`config.mk`:
```
export PLATFORM = sky130hd
export DESIGN_NAME = e1_tx_boundary_irq_sa_bits
export DESIGN_NICKNAME = d
export VERILOG_FILES = /design/src/e1_tx_boundary_pkg.sv /design/src/sa_ins_if.sv /design/src/e1_tx_boundary_irq_sa_bits.sv /design/src/sa_bit_inserter.sv
export SDC_FILE = /design/constraint.sdc
export NUM_CORES = 1
export LEC_CHECK = 0
export CORE_MARGIN = 10
export CORE_UTILIZATION = 45
export CTS_CLUSTER_SIZE = 30
export DETAILED_ROUTE_END_ITERATION = 7
export DONT_BUFFER_PORTS = 1
export SYNTH_ARGS = -nofsm -noshare
export SYNTH_HDL_FRONTEND = slang
export SYNTH_HIERARCHICAL = 1
export SYNTH_SLANG_ARGS = --single-unit
```
`constraint.sdc`:
```
create_clock -name ref_clk -period 3.8 [get_ports ref_clk]
set_input_delay 0.57 -clock ref_clk [delete_from_list [all_inputs] [get_ports ref_clk]]
set_output_delay 0.57 -clock ref_clk [all_outputs]
set_load 0.02 [all_outputs]
```
`src/e1_tx_boundary_pkg.sv`:
```
// constants and helpers shared by the e1 transmit boundary block
package e1_tx_boundary_pkg;

   // ***********************************************
   // register map (index, byte address = 4 * index)
   // ***********************************************
   localparam int         ADDR_W        = 12;
   localparam logic [7:0] IDX_IRQ_EN    = 8'h84;
   localparam logic [7:0] IDX_STATUS    = 8'h85;
   localparam logic [7:0] IDX_NATL_SEL  = 8'h86;
   localparam logic [7:0] IDX_NATL_CW   = 8'h87;
   localparam logic [ADDR_W-1:0] ADDR_IRQ_EN   = {2'h0, IDX_IRQ_EN, 2'h0};
   localparam logic [ADDR_W-1:0] ADDR_STATUS   = {2'h0, IDX_STATUS, 2'h0};
   localparam logic [ADDR_W-1:0] ADDR_NATL_SEL = {2'h0, IDX_NATL_SEL, 2'h0};
   localparam logic [ADDR_W-1:0] ADDR_NATL_CW  = {2'h0, IDX_NATL_CW, 2'h0};

   // ***********************************************
   // field positions and reset values
   // ***********************************************
   localparam int         NUM_FLAGS     = 5;
   localparam int         FLG_FRAME     = 0;
   localparam int         FLG_SUBMF     = 1;
   localparam int         FLG_CRCMF     = 2;
   localparam int         FLG_NFAS      = 3;
   localparam int         FLG_SIGMF     = 4;
   localparam int         SEL_LSB       = 5;
   localparam int         SEL_W         = 3;
   localparam int         CW_EN_LSB     = 4;
   localparam int         CW_BITS_LSB   = 0;
   localparam logic [4:0] RST_IRQ_EN    = 5'h00;
   localparam logic [4:0] RST_STATUS    = 5'h00;
   localparam logic [2:0] RST_NATL_SEL  = 3'h0;
   localparam logic [7:0] RST_NATL_CW   = 8'h0f;

   // ***********************************************
   // stream positions (bit number n is coded n-1)
   // ***********************************************
   localparam logic [4:0] TS_BOUNDARY   = 5'h1e;
   localparam logic [2:0] BIT_BOUNDARY  = 3'h6;
   localparam logic [4:0] TS_SIG        = 5'h0e;
   localparam logic [2:0] BIT_SIG       = 3'h0;
   localparam logic [4:0] TS_NATL       = 5'h00;
   localparam logic [2:0] BIT_FIRST     = 3'h0;

   typedef enum logic [2:0]
   {
      SEL_SA4 = 3'h3,
      SEL_SA5 = 3'h4,
      SEL_SA6 = 3'h5,
      SEL_SA7 = 3'h6,
      SEL_SA8 = 3'h7
   } natl_sel_e;

   // select codes below sa4 insert nothing
   function automatic logic saValid(input logic [2:0] sel);
      return sel >= SEL_SA4;
   endfunction

   // sa4..sa8 sit in bits 4..8, coded 3..7: same as the select code
   function automatic logic [2:0] saBitIdx(input logic [2:0] sel);
      return sel;
   endfunction

   function automatic logic saEnable(input logic [7:0] cw,
                                     input logic [1:0] elem);
      logic [3:0] byElem;
      byElem = {cw[CW_EN_LSB], cw[CW_EN_LSB+1], cw[CW_EN_LSB+2],
                cw[CW_EN_LSB+3]};
      return byElem[elem];
   endfunction

   function automatic logic saElement(input logic [7:0] cw,
                                      input logic [2:0] sel,
                                      input logic [1:0] elem);
      logic [3:0] byElem;
      byElem = {cw[CW_BITS_LSB], cw[CW_BITS_LSB+1], cw[CW_BITS_LSB+2],
                cw[CW_BITS_LSB+3]};
      if (sel == SEL_SA8)
         byElem = cw[CW_BITS_LSB +: 4];
      return byElem[elem];
   endfunction

endpackage

```
`src/sa_ins_if.sv`:
```
// carrier between the register side and the national bit inserter
`timescale 1ns/1ps
interface sa_ins_if;
   logic [4:0] tsNum;
   logic [2:0] bitNum;
   logic [3:0] crcFrameNum;
   logic       dataIn;
   logic [7:0] codeword;
   logic [2:0] sel;
   logic       natlDisable;
   logic       dataOut;

   modport ctrl
   (
      output tsNum, bitNum, crcFrameNum, dataIn, codeword, sel, natlDisable,
      input  dataOut
   );
   modport ins
   (
      input  tsNum, bitNum, crcFrameNum, dataIn, codeword, sel, natlDisable,
      output dataOut
   );
endinterface

```
`src/e1_tx_boundary_irq_sa_bits.sv`:
```
// e1 transmit boundary flags, interrupt output and sa bit insertion
//
// Summary of operation
// - each enable bit lets its boundary flag drive the interrupt pin.
// - the frame flag sets at timeslot 30 bit 7 of every frame.
// - the submultiframe flag sets there in frame 0 of each submultiframe.
// - the crc multiframe flag sets there in frame 0 of each multiframe.
// - the nfas flag sets there in every frame without alignment signal.
// - the signaling flag sets at timeslot 14 bit 1 of signaling frame 0.
// - reading the status register returns the flags and clears them.
// - in t1 mode all four registers of this block are held in reset.
// - a three-bit select picks sa4 to sa8 as the codeword bit position.
// - codeword bits 1..4 go into odd frames 1-7 and 9-15 of timeslot 0.
// - the codeword is latched at the first bit of each submultiframe for that one.
// - with sa8 selected, element 1 comes from bit 0 up to bit 3.
// - each insert enable substitutes its bit, else the bit passes through.
// - insertion works only while the national bit disable is low.
//
// The AHB-Lite register port was chosen for this implementation.
`timescale 1ns/1ps
module e1_tx_boundary_irq_sa_bits
#(
   parameter int AW = e1_tx_boundary_pkg::ADDR_W
)
(
   // clock and reset
   input  wire logic          ref_clk,
   input  wire logic          rstn,
   // ahb-lite slave
   input  wire logic          hsel,
   input  wire logic [AW-1:0] haddr,
   input  wire logic [1:0]    htrans,
   input  wire logic          hwrite,
   input  wire logic [2:0]    hsize,
   input  wire logic [31:0]   hwdata,
   input  wire logic          hready,
   output logic               hreadyout,
   output logic               hresp,
   output logic [31:0]        hrdata,
   // transmit stream position and data
   input  wire logic          bitStrobe,
   input  wire logic [4:0]    tsNum,
   input  wire logic [2:0]    bitNum,
   input  wire logic [3:0]    crcFrameNum,
   input  wire logic [3:0]    sigFrameNum,
   input  wire logic          txDataIn,
   output logic               txDataOut,
   output logic               txDataValid,
   // transmitter controls
   input  wire logic          lineStandardSel,
   input  wire logic          intlNatlBitDisable,
   // interrupt
   output logic               irqOut_n
);
   import e1_tx_boundary_pkg::*;

   // ***********************************************
   // reset release
   // ***********************************************
   logic rstnMeta_q;
   logic rstnSync_q;

   always_ff @(posedge ref_clk or negedge rstn)
   begin
      if (!rstn)
      begin
         rstnMeta_q <= 1'b0;
         rstnSync_q <= 1'b0;
      end
      else
      begin
         rstnMeta_q <= 1'b1;
         rstnSync_q <= rstnMeta_q;
      end
   end

   // ***********************************************
   // boundary events
   // ***********************************************
   logic                 atBoundary;
   logic                 atSigBoundary;
   logic                 atNatlStart;
   logic [NUM_FLAGS-1:0] flagSet;
   logic                 inT1;

   assign inT1          = !lineStandardSel;
   assign atBoundary    = bitStrobe && (tsNum == TS_BOUNDARY)
                       && (bitNum == BIT_BOUNDARY);
   assign atSigBoundary = bitStrobe && (tsNum == TS_SIG)
                       && (bitNum == BIT_SIG);
   assign atNatlStart   = bitStrobe && (tsNum == TS_NATL)
                       && (bitNum == BIT_FIRST) && (crcFrameNum[2:0] == 3'h0);

   always_comb
   begin
      flagSet            = '0;
      flagSet[FLG_FRAME] = atBoundary;
      flagSet[FLG_SUBMF] = atBoundary && (crcFrameNum[2:0] == 3'h0);
      flagSet[FLG_CRCMF] = atBoundary && (crcFrameNum == 4'h0);
      flagSet[FLG_NFAS]  = atBoundary && crcFrameNum[0];
      flagSet[FLG_SIGMF] = atSigBoundary && (sigFrameNum == 4'h0);
   end

   // ***********************************************
   // bus phases
   // ***********************************************
   logic          busAccept;
   logic          wrPend_q;
   logic [AW-1:0] wrAddr_q;
   logic          wrIrqEn;
   logic          wrNatlSel;
   logic          wrNatlCw;

   // single-word slave with no wait states; hsize is not checked
   assign busAccept = hsel && htrans[1] && hready;
   assign hreadyout = 1'b1;
   assign hresp     = 1'b0;

   always_ff @(posedge ref_clk or negedge rstnSync_q)
   begin
      if (!rstnSync_q)
      begin
         wrPend_q <= 1'b0;
         wrAddr_q <= '0;
      end
      else
      begin
         wrPend_q <= busAccept && hwrite;
         if (busAccept)
            wrAddr_q <= haddr;
      end
   end

   always_comb
   begin
      wrIrqEn   = 1'b0;
      wrNatlSel = 1'b0;
      wrNatlCw  = 1'b0;
      // in t1 mode a write neither lands nor forwards to a read behind it
      if (!(wrPend_q && hready) || inT1)
         wrIrqEn = 1'b0;
      else if (wrAddr_q == ADDR_IRQ_EN)
         wrIrqEn = 1'b1;
      else if (wrAddr_q == ADDR_NATL_SEL)
         wrNatlSel = 1'b1;
      else if (wrAddr_q == ADDR_NATL_CW)
         wrNatlCw = 1'b1;
   end

   // ***********************************************
   // registers
   // ***********************************************
   logic [NUM_FLAGS-1:0] irqEn_q;
   logic [NUM_FLAGS-1:0] status_q;
   logic [2:0]           natlSel_q;
   logic [7:0]           natlCw_q;
   logic                 rdStatus;

   always_ff @(posedge ref_clk or negedge rstnSync_q)
   begin
      if (!rstnSync_q)
         irqEn_q <= RST_IRQ_EN;
      else if (inT1)
         irqEn_q <= RST_IRQ_EN;
      else if (wrIrqEn)
         irqEn_q <= hwdata[NUM_FLAGS-1:0];
   end

   // a new event in the read cycle wins over the clear
   always_ff @(posedge ref_clk or negedge rstnSync_q)
   begin
      if (!rstnSync_q)
         status_q <= RST_STATUS;
      else if (inT1)
         status_q <= RST_STATUS;
      else if (rdStatus)
         status_q <= flagSet;
      else
         status_q <= status_q | flagSet;
   end

   always_ff @(posedge ref_clk or negedge rstnSync_q)
   begin
      if (!rstnSync_q)
      begin
         natlSel_q <= RST_NATL_SEL;
         natlCw_q  <= RST_NATL_CW;
      end
      else if (inT1)
      begin
         natlSel_q <= RST_NATL_SEL;
         natlCw_q  <= RST_NATL_CW;
      end
      else
      begin
         if (wrNatlSel)
            natlSel_q <= hwdata[SEL_LSB +: SEL_W];
         if (wrNatlCw)
            natlCw_q <= hwdata[7:0];
      end
   end

   // ***********************************************
   // read path
   // ***********************************************
   logic [NUM_FLAGS-1:0] irqEnNow;
   logic [2:0]           natlSelNow;
   logic [7:0]           natlCwNow;
   logic [31:0]          rdValue;
   logic [31:0]          hrdata_q;

   // forward a write in its data phase to a read right behind it
   assign irqEnNow   = wrIrqEn ? hwdata[NUM_FLAGS-1:0] : irqEn_q;
   assign natlSelNow = wrNatlSel ? hwdata[SEL_LSB +: SEL_W] : natlSel_q;
   assign natlCwNow  = wrNatlCw ? hwdata[7:0] : natlCw_q;

   always_comb
   begin
      rdValue  = 32'h0000_0000;
      rdStatus = 1'b0;
      if (!(busAccept && !hwrite))
         rdValue = 32'h0000_0000;
      else if (haddr == ADDR_IRQ_EN)
         rdValue = {{(32-NUM_FLAGS){1'b0}}, irqEnNow};
      else if (haddr == ADDR_STATUS)
      begin
         rdValue  = {{(32-NUM_FLAGS){1'b0}}, status_q};
         rdStatus = !inT1;
      end
      else if (haddr == ADDR_NATL_SEL)
         rdValue = {24'h00_0000, natlSelNow, 5'h00};
      else if (haddr == ADDR_NATL_CW)
         rdValue = {24'h00_0000, natlCwNow};
   end

   always_ff @(posedge ref_clk or negedge rstnSync_q)
   begin
      if (!rstnSync_q)
         hrdata_q <= 32'h0000_0000;
      else
         hrdata_q <= rdValue;
   end

   assign hrdata = hrdata_q;

   // ***********************************************
   // codeword latch and insertion
   // ***********************************************
   logic [7:0] cwLatch_q;
   logic [2:0] selLatch_q;
   logic       txDataOut_q;
   logic       txDataValid_q;
   sa_ins_if   saBus ();

   // latching at the first bit of a submultiframe means a write never
   // tears a codeword across its four frames
   always_ff @(posedge ref_clk or negedge rstnSync_q)
   begin
      if (!rstnSync_q)
      begin
         cwLatch_q  <= RST_NATL_CW;
         selLatch_q <= RST_NATL_SEL;
      end
      else if (inT1)
      begin
         cwLatch_q  <= RST_NATL_CW;
         selLatch_q <= RST_NATL_SEL;
      end
      else if (atNatlStart)
      begin
         cwLatch_q  <= natlCw_q;
         selLatch_q <= natlSel_q;
      end
   end

   assign saBus.tsNum       = tsNum;
   assign saBus.bitNum      = bitNum;
   assign saBus.crcFrameNum = crcFrameNum;
   assign saBus.dataIn      = txDataIn;
   assign saBus.codeword    = cwLatch_q;
   assign saBus.sel         = selLatch_q;
   assign saBus.natlDisable = intlNatlBitDisable;

   sa_bit_inserter u_inserter
   (
      .bus (saBus.ins)
   );

   always_ff @(posedge ref_clk or negedge rstnSync_q)
   begin
      if (!rstnSync_q)
      begin
         txDataOut_q   <= 1'b0;
         txDataValid_q <= 1'b0;
      end
      else
      begin
         txDataValid_q <= bitStrobe;
         if (bitStrobe)
            txDataOut_q <= saBus.dataOut;
      end
   end

   assign txDataOut   = txDataOut_q;
   assign txDataValid = txDataValid_q;

   // ***********************************************
   // interrupt output
   // ***********************************************
   logic irqOutN_q;

   always_ff @(posedge ref_clk or negedge rstnSync_q)
   begin
      if (!rstnSync_q)
         irqOutN_q <= 1'b1;
      else
         irqOutN_q <= !(|(status_q & irqEn_q));
   end

   assign irqOut_n = irqOutN_q;

   // ***********************************************
   // assertions
   // ***********************************************
   logic expInsert;
   logic expBit;

   assign expInsert = (tsNum == TS_NATL) && crcFrameNum[0]
                   && saValid(selLatch_q) && !intlNatlBitDisable
                   && (bitNum == saBitIdx(selLatch_q))
                   && saEnable(cwLatch_q, crcFrameNum[2:1]);
   assign expBit    = saElement(cwLatch_q, selLatch_q, crcFrameNum[2:1]);
endmodule

```
`src/sa_bit_inserter.sv`:
```
// national bit codeword substitution into timeslot 0
`timescale 1ns/1ps
module sa_bit_inserter
(
   // stream and latched codeword
   sa_ins_if.ins bus
);
   import e1_tx_boundary_pkg::*;

   // ***********************************************
   // slot match and substitution
   // ***********************************************
   logic [1:0] element;
   logic       inNatlSlot;
   logic       doInsert;

   // frames 1,3,5,7 and 9,11,13,15 carry elements 1..4
   assign element    = bus.crcFrameNum[2:1];
   assign inNatlSlot = (bus.tsNum == TS_NATL) && bus.crcFrameNum[0]
                    && saValid(bus.sel)
                    && (bus.bitNum == saBitIdx(bus.sel));
   assign doInsert   = inNatlSlot && !bus.natlDisable
                    && saEnable(bus.codeword, element);
   // sa8 takes the codeword bits in reverse order
   assign bus.dataOut = doInsert
                      ? saElement(bus.codeword, bus.sel, element)
                      : bus.dataIn;
endmodule

```
==> impl_metrics.tcl, run 1 <==
set metrics [dict create \
    status "completed" \
    grt-ovfl-total 0 \
    gr-usage-all-layers_pct 13.4 \
    avgSynthCellArea_um2 11.2 \
    fmax_mhz 444 \
    synthMuxAreaShare_pct 17.3 \
    routed_wirelength_um 7330 \
    antenna_found_initial 0 \
    grt_pass1_wl_um 12000 \
    synth_top_area_share_pct 37.9 \
    fin_crit_ns 2.25 \
    hold_class "in -> reg" \
    cts-buffers-inserted 9 \
    num_antenna_cells 0 \
    met3_length_um 703 \
    path_max_fanout 15 \
    nets 360 \
    path_class "reg -> reg" \
    start_util_pct 46.8 \
    max_cap_viol_count 0 \
    synth_common_cells "dfrtp_1 (49), mux2i_1 (32), nand2_1 (28)" \
    cts-resized-gates 0 \
    post_drt_wl_per_cell_um 18.9 \
    clock_path_buffers 2 \
    drv_slew 0 \
    synth_xor_area_share_pct 0.271 \
    finalCritPeriodShare_pct 59.3 \
    synth_top_family_by_area "simple AND/OR/NAND/NOR gates" \
    cts_max_level 3 \
    multi_input_area_um2 1560 \
    whs_ns 0.271 \
    synth-adder-area-share_pct 0 \
    worst_setup_path_start_kind "flip-flop" \
    slew-limit-headroom_pct 46.4 \
    yosys.area.top_type "dfrtp_1" \
    min_path_cells 0 \
    ys_seq_area_share_pct 45.2 \
    post_cts.repair.setup_buffers 0 \
    fill_cells 654 \
    fin_tns_setup_ns 0 \
    grt_max_degree 37 \
    yosys-top-cells-area "dfrtp_1 (38%), mux2i_1 (9.9%), dfstp_2 (7.3%)" \
    io_pins 111 \
    synth.cell_area_um2 3240 \
    dp_hpwl_um 5420 \
    ys_ff_latch 58 \
    ys.flop_type "dfrtp_1" \
    synth.yosys.warnings 6 \
    grt_pass1_vias 2278 \
    cts_tree "built" \
    clock_skew_ns 0.0118 \
    required_ns 4.01 \
    wl_met1_um 3160 \
    worstSetupEndpointType "flip-flop" \
    setup_viol 0 \
    synth_edf_count 0 \
    place.gp.congestion 0.777 \
    synth.most_common_cell "dfrtp_1" \
    cts_root_buf "clkbuf_8" \
    io_buffers 0 \
    viasPerCell 5.53 \
    reg2regPathDepth 4 \
    synth_compound_area_share_pct 6.23 \
    power_density_nw_per_um2 389 \
    clkSinkCount 58 \
    clk_latency_ns 0.33 \
    tightestPinTransition_ns 0.804 \
    seqCellArea_um2 1460 \
    rows 30 \
    syn_to_final_growth_pct 4.49 \
    synth-simple-area-share_pct 21.2 \
    path_clk_slew_ns 0.07 \
    power_leakage_nw 1.46 \
    ir_drop_mv 0.192 \
    drive_gt1_share_pct 19.9 \
    synthArstFlopShare_pct 100 \
    wl_met2_um 3430 \
    drt-initial-drc-count 97 \
    num_vias 2142 \
    hold_violations 0 \
    die_area_um2 11000 \
    core_area_um2 6910 \
    drc 0 \
    drtAntennaViolNets 0 \
    dr.pass1.iters 4 \
    yosysUniqueCellTypes 52 \
    syn_inst 288 \
    postCtsHoldBufs 1 \
    top_layer_used "met4" \
    die_h_um 105 \
    worstPathArrival_ns 2.47 \
    rsz0062_at_grt "false" \
    die_w_um 105 \
]
## through the flow
stage	worst slack, ns	instances	utilization, %	cell area [µm²]	total power, mW
6_report	1.55	387	48.9	3380	1.32
5_1_grt	1.38	387	48.9	3380	1.38
4_1_cts	1.52	387	48.9	3380	1.34
3_5_place_dp	1.38	370	46.0	3170	0.770
3_3_place_gp	1.40	370	46.0	3170	0.766
2_1_floorplan	1.79	313	-	3330	0.783
## flip-flops by register name (all words and copies together), names as in the netlist, 3 cells and up
signal,count
irqEn_q,5
hrdata,8
wrAddr_q,12
cwLatch_q,8
natlSel_q,3
status_q,5
natlCw_q,8
saBus.sel,3
## worst max-delay path, cell delays in order (launching register included)
cell     delay (ns)
dfrtp_1        0.39
nor4b_2        0.42
nand4_2        0.58
nor4b_2        0.38
o32a_2         0.38
## placed cells by master (no fill, tap or decap), types with 4 or more instances in the layout
cell type,n
nor2b_1,20
nand2_1,28
nand3_1,13
nor4_1,10
dfstp_2,9
o22ai_1,5
conb_1,27
mux2_2,13
or2_2,4
inv_1,5
clkbuf_8,10
dfrtp_1,48
nor3_1,4
nor4b_2,4
and4b_1,4
mux2i_1,32
o21ai_0,6
## logic make-up after synthesis
| kind of cell | Yosys count |
|---|---|
| AND/OR/NAND/NOR | 107 |
| other | 2 |
| buffers and inverters | 46 |
| multiplexers | 49 |
| AO/OA/AOI/OAI | 25 |
| flip-flops | 58 |
| XOR/XNOR | 1 |
## path summary, 6_finish.rpt
kind	slack [ns]	end	startpoint
max	1.55	hrdata[2]$_DFF_PN0_	wrAddr_q[5]$_DFFE_PN0P_
min	0.27	txDataValid$_DFF_PN0_	bitStrobe
max reg2reg	1.55	hrdata[2]$_DFF_PN0_	wrAddr_q[5]$_DFFE_PN0P_
min reg2reg	0.36	wrPend_q$_DFF_PN0_	rstnSync_q$_DFF_PN0_
max in group asynchronous	2.59	cwLatch_q[0]$_DFFE_PN1P_	rstnSync_q$_DFF_PN0_
min in group asynchronous	0.36	wrPend_q$_DFF_PN0_	rstnSync_q$_DFF_PN0_
## layer usage
| metal | vias up | GRT usage, % |
|---|---|---|
| li1 | 991 | - |
| met1 | 1053 | 15.8 |
| met2 | 94 | 20.6 |
| met3 | 4 | 6.63 |
| met4 | 0 | 5.39 |
| met5 | - | 0 |
## cell type report
cell class | instances | share of cell area [%]
Multi-Input combinational cell | 209 | 46.0
Sequential cell | 58 | 43.3
Clock buffer | 11 | 4.18
Tap cell | 96 | 3.55
Clock inverter | 5 | 1.63
Timing Repair Buffer | 3 | 0.740
Inverter | 5 | 0.555
## report_power, final
| group | switching (mW) | internal, mW |
|---|---|---|
| registers | 0.0266 | 0.645 |
| clock network | 0.238 | 0.318 |
| logic | 0.0509 | 0.0375 |
No activity file was read; power rests on OpenSTA's default activity.
==> inputs of run 2 (changes only) <==
--- a/config.mk
+++ b/config.mk
@@ -5,6 +5,7 @@
 export SDC_FILE = /design/constraint.sdc
 export NUM_CORES = 1
 export LEC_CHECK = 0
+export ABC_AREA = 1
 export CORE_MARGIN = 10
 export CORE_UTILIZATION = 45
 export CTS_CLUSTER_SIZE = 30
==> constraint.sdc (replaced) <==
create_clock -name ref_clk -period 1.9 [get_ports ref_clk]
set_input_delay 0.285 -clock ref_clk [delete_from_list [all_inputs] [get_ports ref_clk]]
set_output_delay 0.285 -clock ref_clk [all_outputs]
set_load 0.02 [all_outputs]
==> run 2 against run 1 <==
Via count grew 20%; clock skew shrank 0.0042 ns; combinational power grew to 2.8 times the previous value; clock-buffer cell count grew 2; maximum frequency grew 44%; critical path type unchanged; critical endpoint is now hrdata[1]$_DFF_PN0_; highest routed layer unchanged.
==> impl_metrics.tcl, run 2 <==
set metrics [dict create \
    status "completed" \
    drive_gt1_share_pct 11.5 \
    path_clk_slew_ns 0.06 \
    max_cap_viol_count 0 \
    dp_hpwl_um 5690 \
    setup_viol 0 \
    power_leakage_nw 1.64 \
    yosysUniqueCellTypes 33 \
    synth_edf_count 0 \
    synth.yosys.warnings 6 \
    path_max_fanout 9 \
    worstPathArrival_ns 1.79 \
    clock_path_buffers 2 \
    grt-ovfl-total 0 \
    syn_to_final_growth_pct 7.41 \
    synthArstFlopShare_pct 100 \
    dr.pass1.iters 4 \
    hold_class "in -> reg" \
    clk_latency_ns 0.34 \
    die_area_um2 11000 \
    clkSinkCount 58 \
    io_buffers 0 \
    synth_common_cells "nand2_1 (94), nand3_1 (60), dfrtp_1 (49), nor2_1 (49), inv_1 (46)" \
    final_core_utilization_pct 50.4 \
    ys_seq_area_share_pct 45.3 \
    cts-buffers-inserted 9 \
    fin_tns_setup_ns 0 \
    required_ns 2.12 \
    rsz0062_at_grt "false" \
    crit_family "simple AND/OR/NAND/NOR gates" \
    routed_wirelength_um 7470 \
    max_stage_delay_ns 0.37 \
    worst_setup_path_start_kind "flip-flop" \
    post_drt_wl_per_cell_um 14.0 \
    grt_pass1_vias 2611 \
    core_area_um2 6870 \
    path_class "reg -> reg" \
    clock_skew_ns 0.00761 \
    synth.cell_area_um2 3230 \
    drv_slew 0 \
    cts_root_buf "clkbuf_8" \
    drc 0 \
    io_pins 111 \
    cp_cell_sequence "nor2_1 > nand2_1 > nor2_4 > nand2_4 > nand2_1 > nand2_1 > a21oi_1 > nor2_1" \
    largest_reg_flops 12 \
    crit_top_cell "nand2_1" \
    synth_top_area_share_pct 38.0 \
    layout_common_cells "nand2_1 (94), nand3_1 (60), nor2_1 (49)" \
    ys_ff_latch 58 \
    fmax_mhz 637 \
    top_register "wrAddr_q" \
    dpl_cell_area_um2 3260 \
    antenna_found_initial 0 \
    finalCritPeriodShare_pct 82.6 \
    postLayoutCellArea_um2 3460 \
    power_density_nw_per_um2 763 \
    yosys.area.top_type "dfrtp_1" \
    cts_tree "built" \
    num_vias 2573 \
    synth.most_common_cell "nand2_1" \
    syn_inst 421 \
    post_cts.repair.setup_buffers 0 \
    viasPerCell 4.84 \
    start_util_pct 47.0 \
    dp_cells 513 \
    avgSynthCellArea_um2 7.66 \
    total_power_mw 2.64 \
    place.gp.congestion 0.803 \
    gr-usage-all-layers_pct 14.0 \
    stdcell_count 532 \
    ys.flop_type "dfrtp_1" \
    drt-initial-drc-count 141 \
    die_w_um 105 \
    ir_drop_mv 0.480 \
    cpMaxStageDelayCell "dfrtp_1" \
    worstSetupEndpointType "flip-flop" \
    nets 505 \
    num_antenna_cells 0 \
    grt_max_degree 37 \
    crit_buf_inv 0 \
    rows 30 \
    cts_max_level 3 \
    cts-resized-gates 0 \
    grt_pass1_wl_um 12700 \
    fin_crit_ns 1.57 \
    final_common_cell "nand2_1" \
    hold_violations 0 \
    drtAntennaViolNets 0 \
    yosys-top-cells-area "dfrtp_1 (38%), nand2_1 (11%), nand3_1 (9.3%)" \
    die_h_um 105 \
]
-- run 2: cell count changes after synthesis, moves of 8 or more --
cell | previous run | this run
o21ai_0 | 6 | 16
nand3_1 | 13 | 60
a21oi_1 | 0 | 16
inv_1 | 5 | 46
nor2_2 | 0 | 8
nor2_1 | 1 | 49
nor2b_1 | 20 | 0
mux2i_1 | 32 | 0
nor4_1 | 10 | 1
nand2_1 | 28 | 94
mux2_2 | 13 | 3
-- run 2: power breakdown --
group | switching (mW) | total [mW] | internal [mW]
combinational | 0.174 | 0.250 | 0.0761
clock | 0.455 | 1.06 | 0.603
sequential | 0.0422 | 1.34 | 1.29
-- run 2: worst register-to-register path: cells and delay by family (launching register included) --
family	cells	cell delay, ns
and+or+nand+nor	7	0.93
DFF	1	0.37
AOI/OAI and AO/OA	1	0.16
-- run 2: cells by family (layout without fill, tap and decap cells) --
kind of cell    count (synthesis)  count (layout)  synth area share [%]
other cells                     2              27                 0.233
mux                             3               3                  1.05
compound gates                 43              43                  7.64
buf+inv                        81              71                  12.8
simple gates                  234             234                  33.0
flops                          58              58                  45.3
-- run 2: layout make-up --
| cell class | instances | area [µm²] |
|---|---|---|
| clock inverter | 3 | 40.0 |
| fill | 688 | 3400 |
| multi-input combinational | 307 | 1450 |
| sequential | 58 | 1460 |
| inverter | 47 | 176 |
| tap | 96 | 120 |
| clock buffer | 13 | 139 |
| timing repair buffer | 8 | 80.1 |
-- run 2: through the flow --
step | hold WS [ns] | setup slack [ns]
CTS | 0.00573 | 0.334
global route | 0.0184 | 0.161
finish | 0.0248 | 0.331
global placement | -0.0105 | 0.389
detailed placement | -0.0105 | 0.348
floorplan | -0.0106 | 0.181
-- run 2: routing by layer --
layer | vias to the layer above | global-route usage, % | routed length [µm]
met5 | - | 0 | 0
met4 | 0 | 5.29 | 100
met3 | 12 | 6.82 | 755
met2 | 80 | 20.6 | 3250
met1 | 1163 | 17.4 | 3360
li1 | 1318 | - | -
-- run 2: what timing repair did --
item                                   in CTS  in global routing
hold buffers                                3                  0
setup endpoints to repair                   0                  0
endpoints found under the hold margin       4                  0
-- run 2: path summary, 6_finish.rpt --
| kind | startpoint | to | slack [ns] | cells past startpoint |
|---|---|---|---|---|
| hold / removal | lineStandardSel | natlCw_q[1]$_DFF_PN1_ | 0.02 | 1 |
| max in group asynchronous | rstnSync_q$_DFF_PN0_ | natlCw_q[1]$_DFF_PN1_ | 1.05 | 1 |
| setup / recovery | wrAddr_q[1]$_DFFE_PN0P_ | hrdata[1]$_DFF_PN0_ | 0.33 | 8 |
| hold reg to reg | rstnSync_q$_DFF_PN0_ | hrdata[6]$_DFF_PN0_ | 0.24 | 0 |
| setup reg to reg | wrAddr_q[1]$_DFFE_PN0P_ | hrdata[1]$_DFF_PN0_ | 0.33 | 8 |
| min in group asynchronous | rstn | rstnMeta_q$_DFF_PN0_ | 0.18 | 1 |
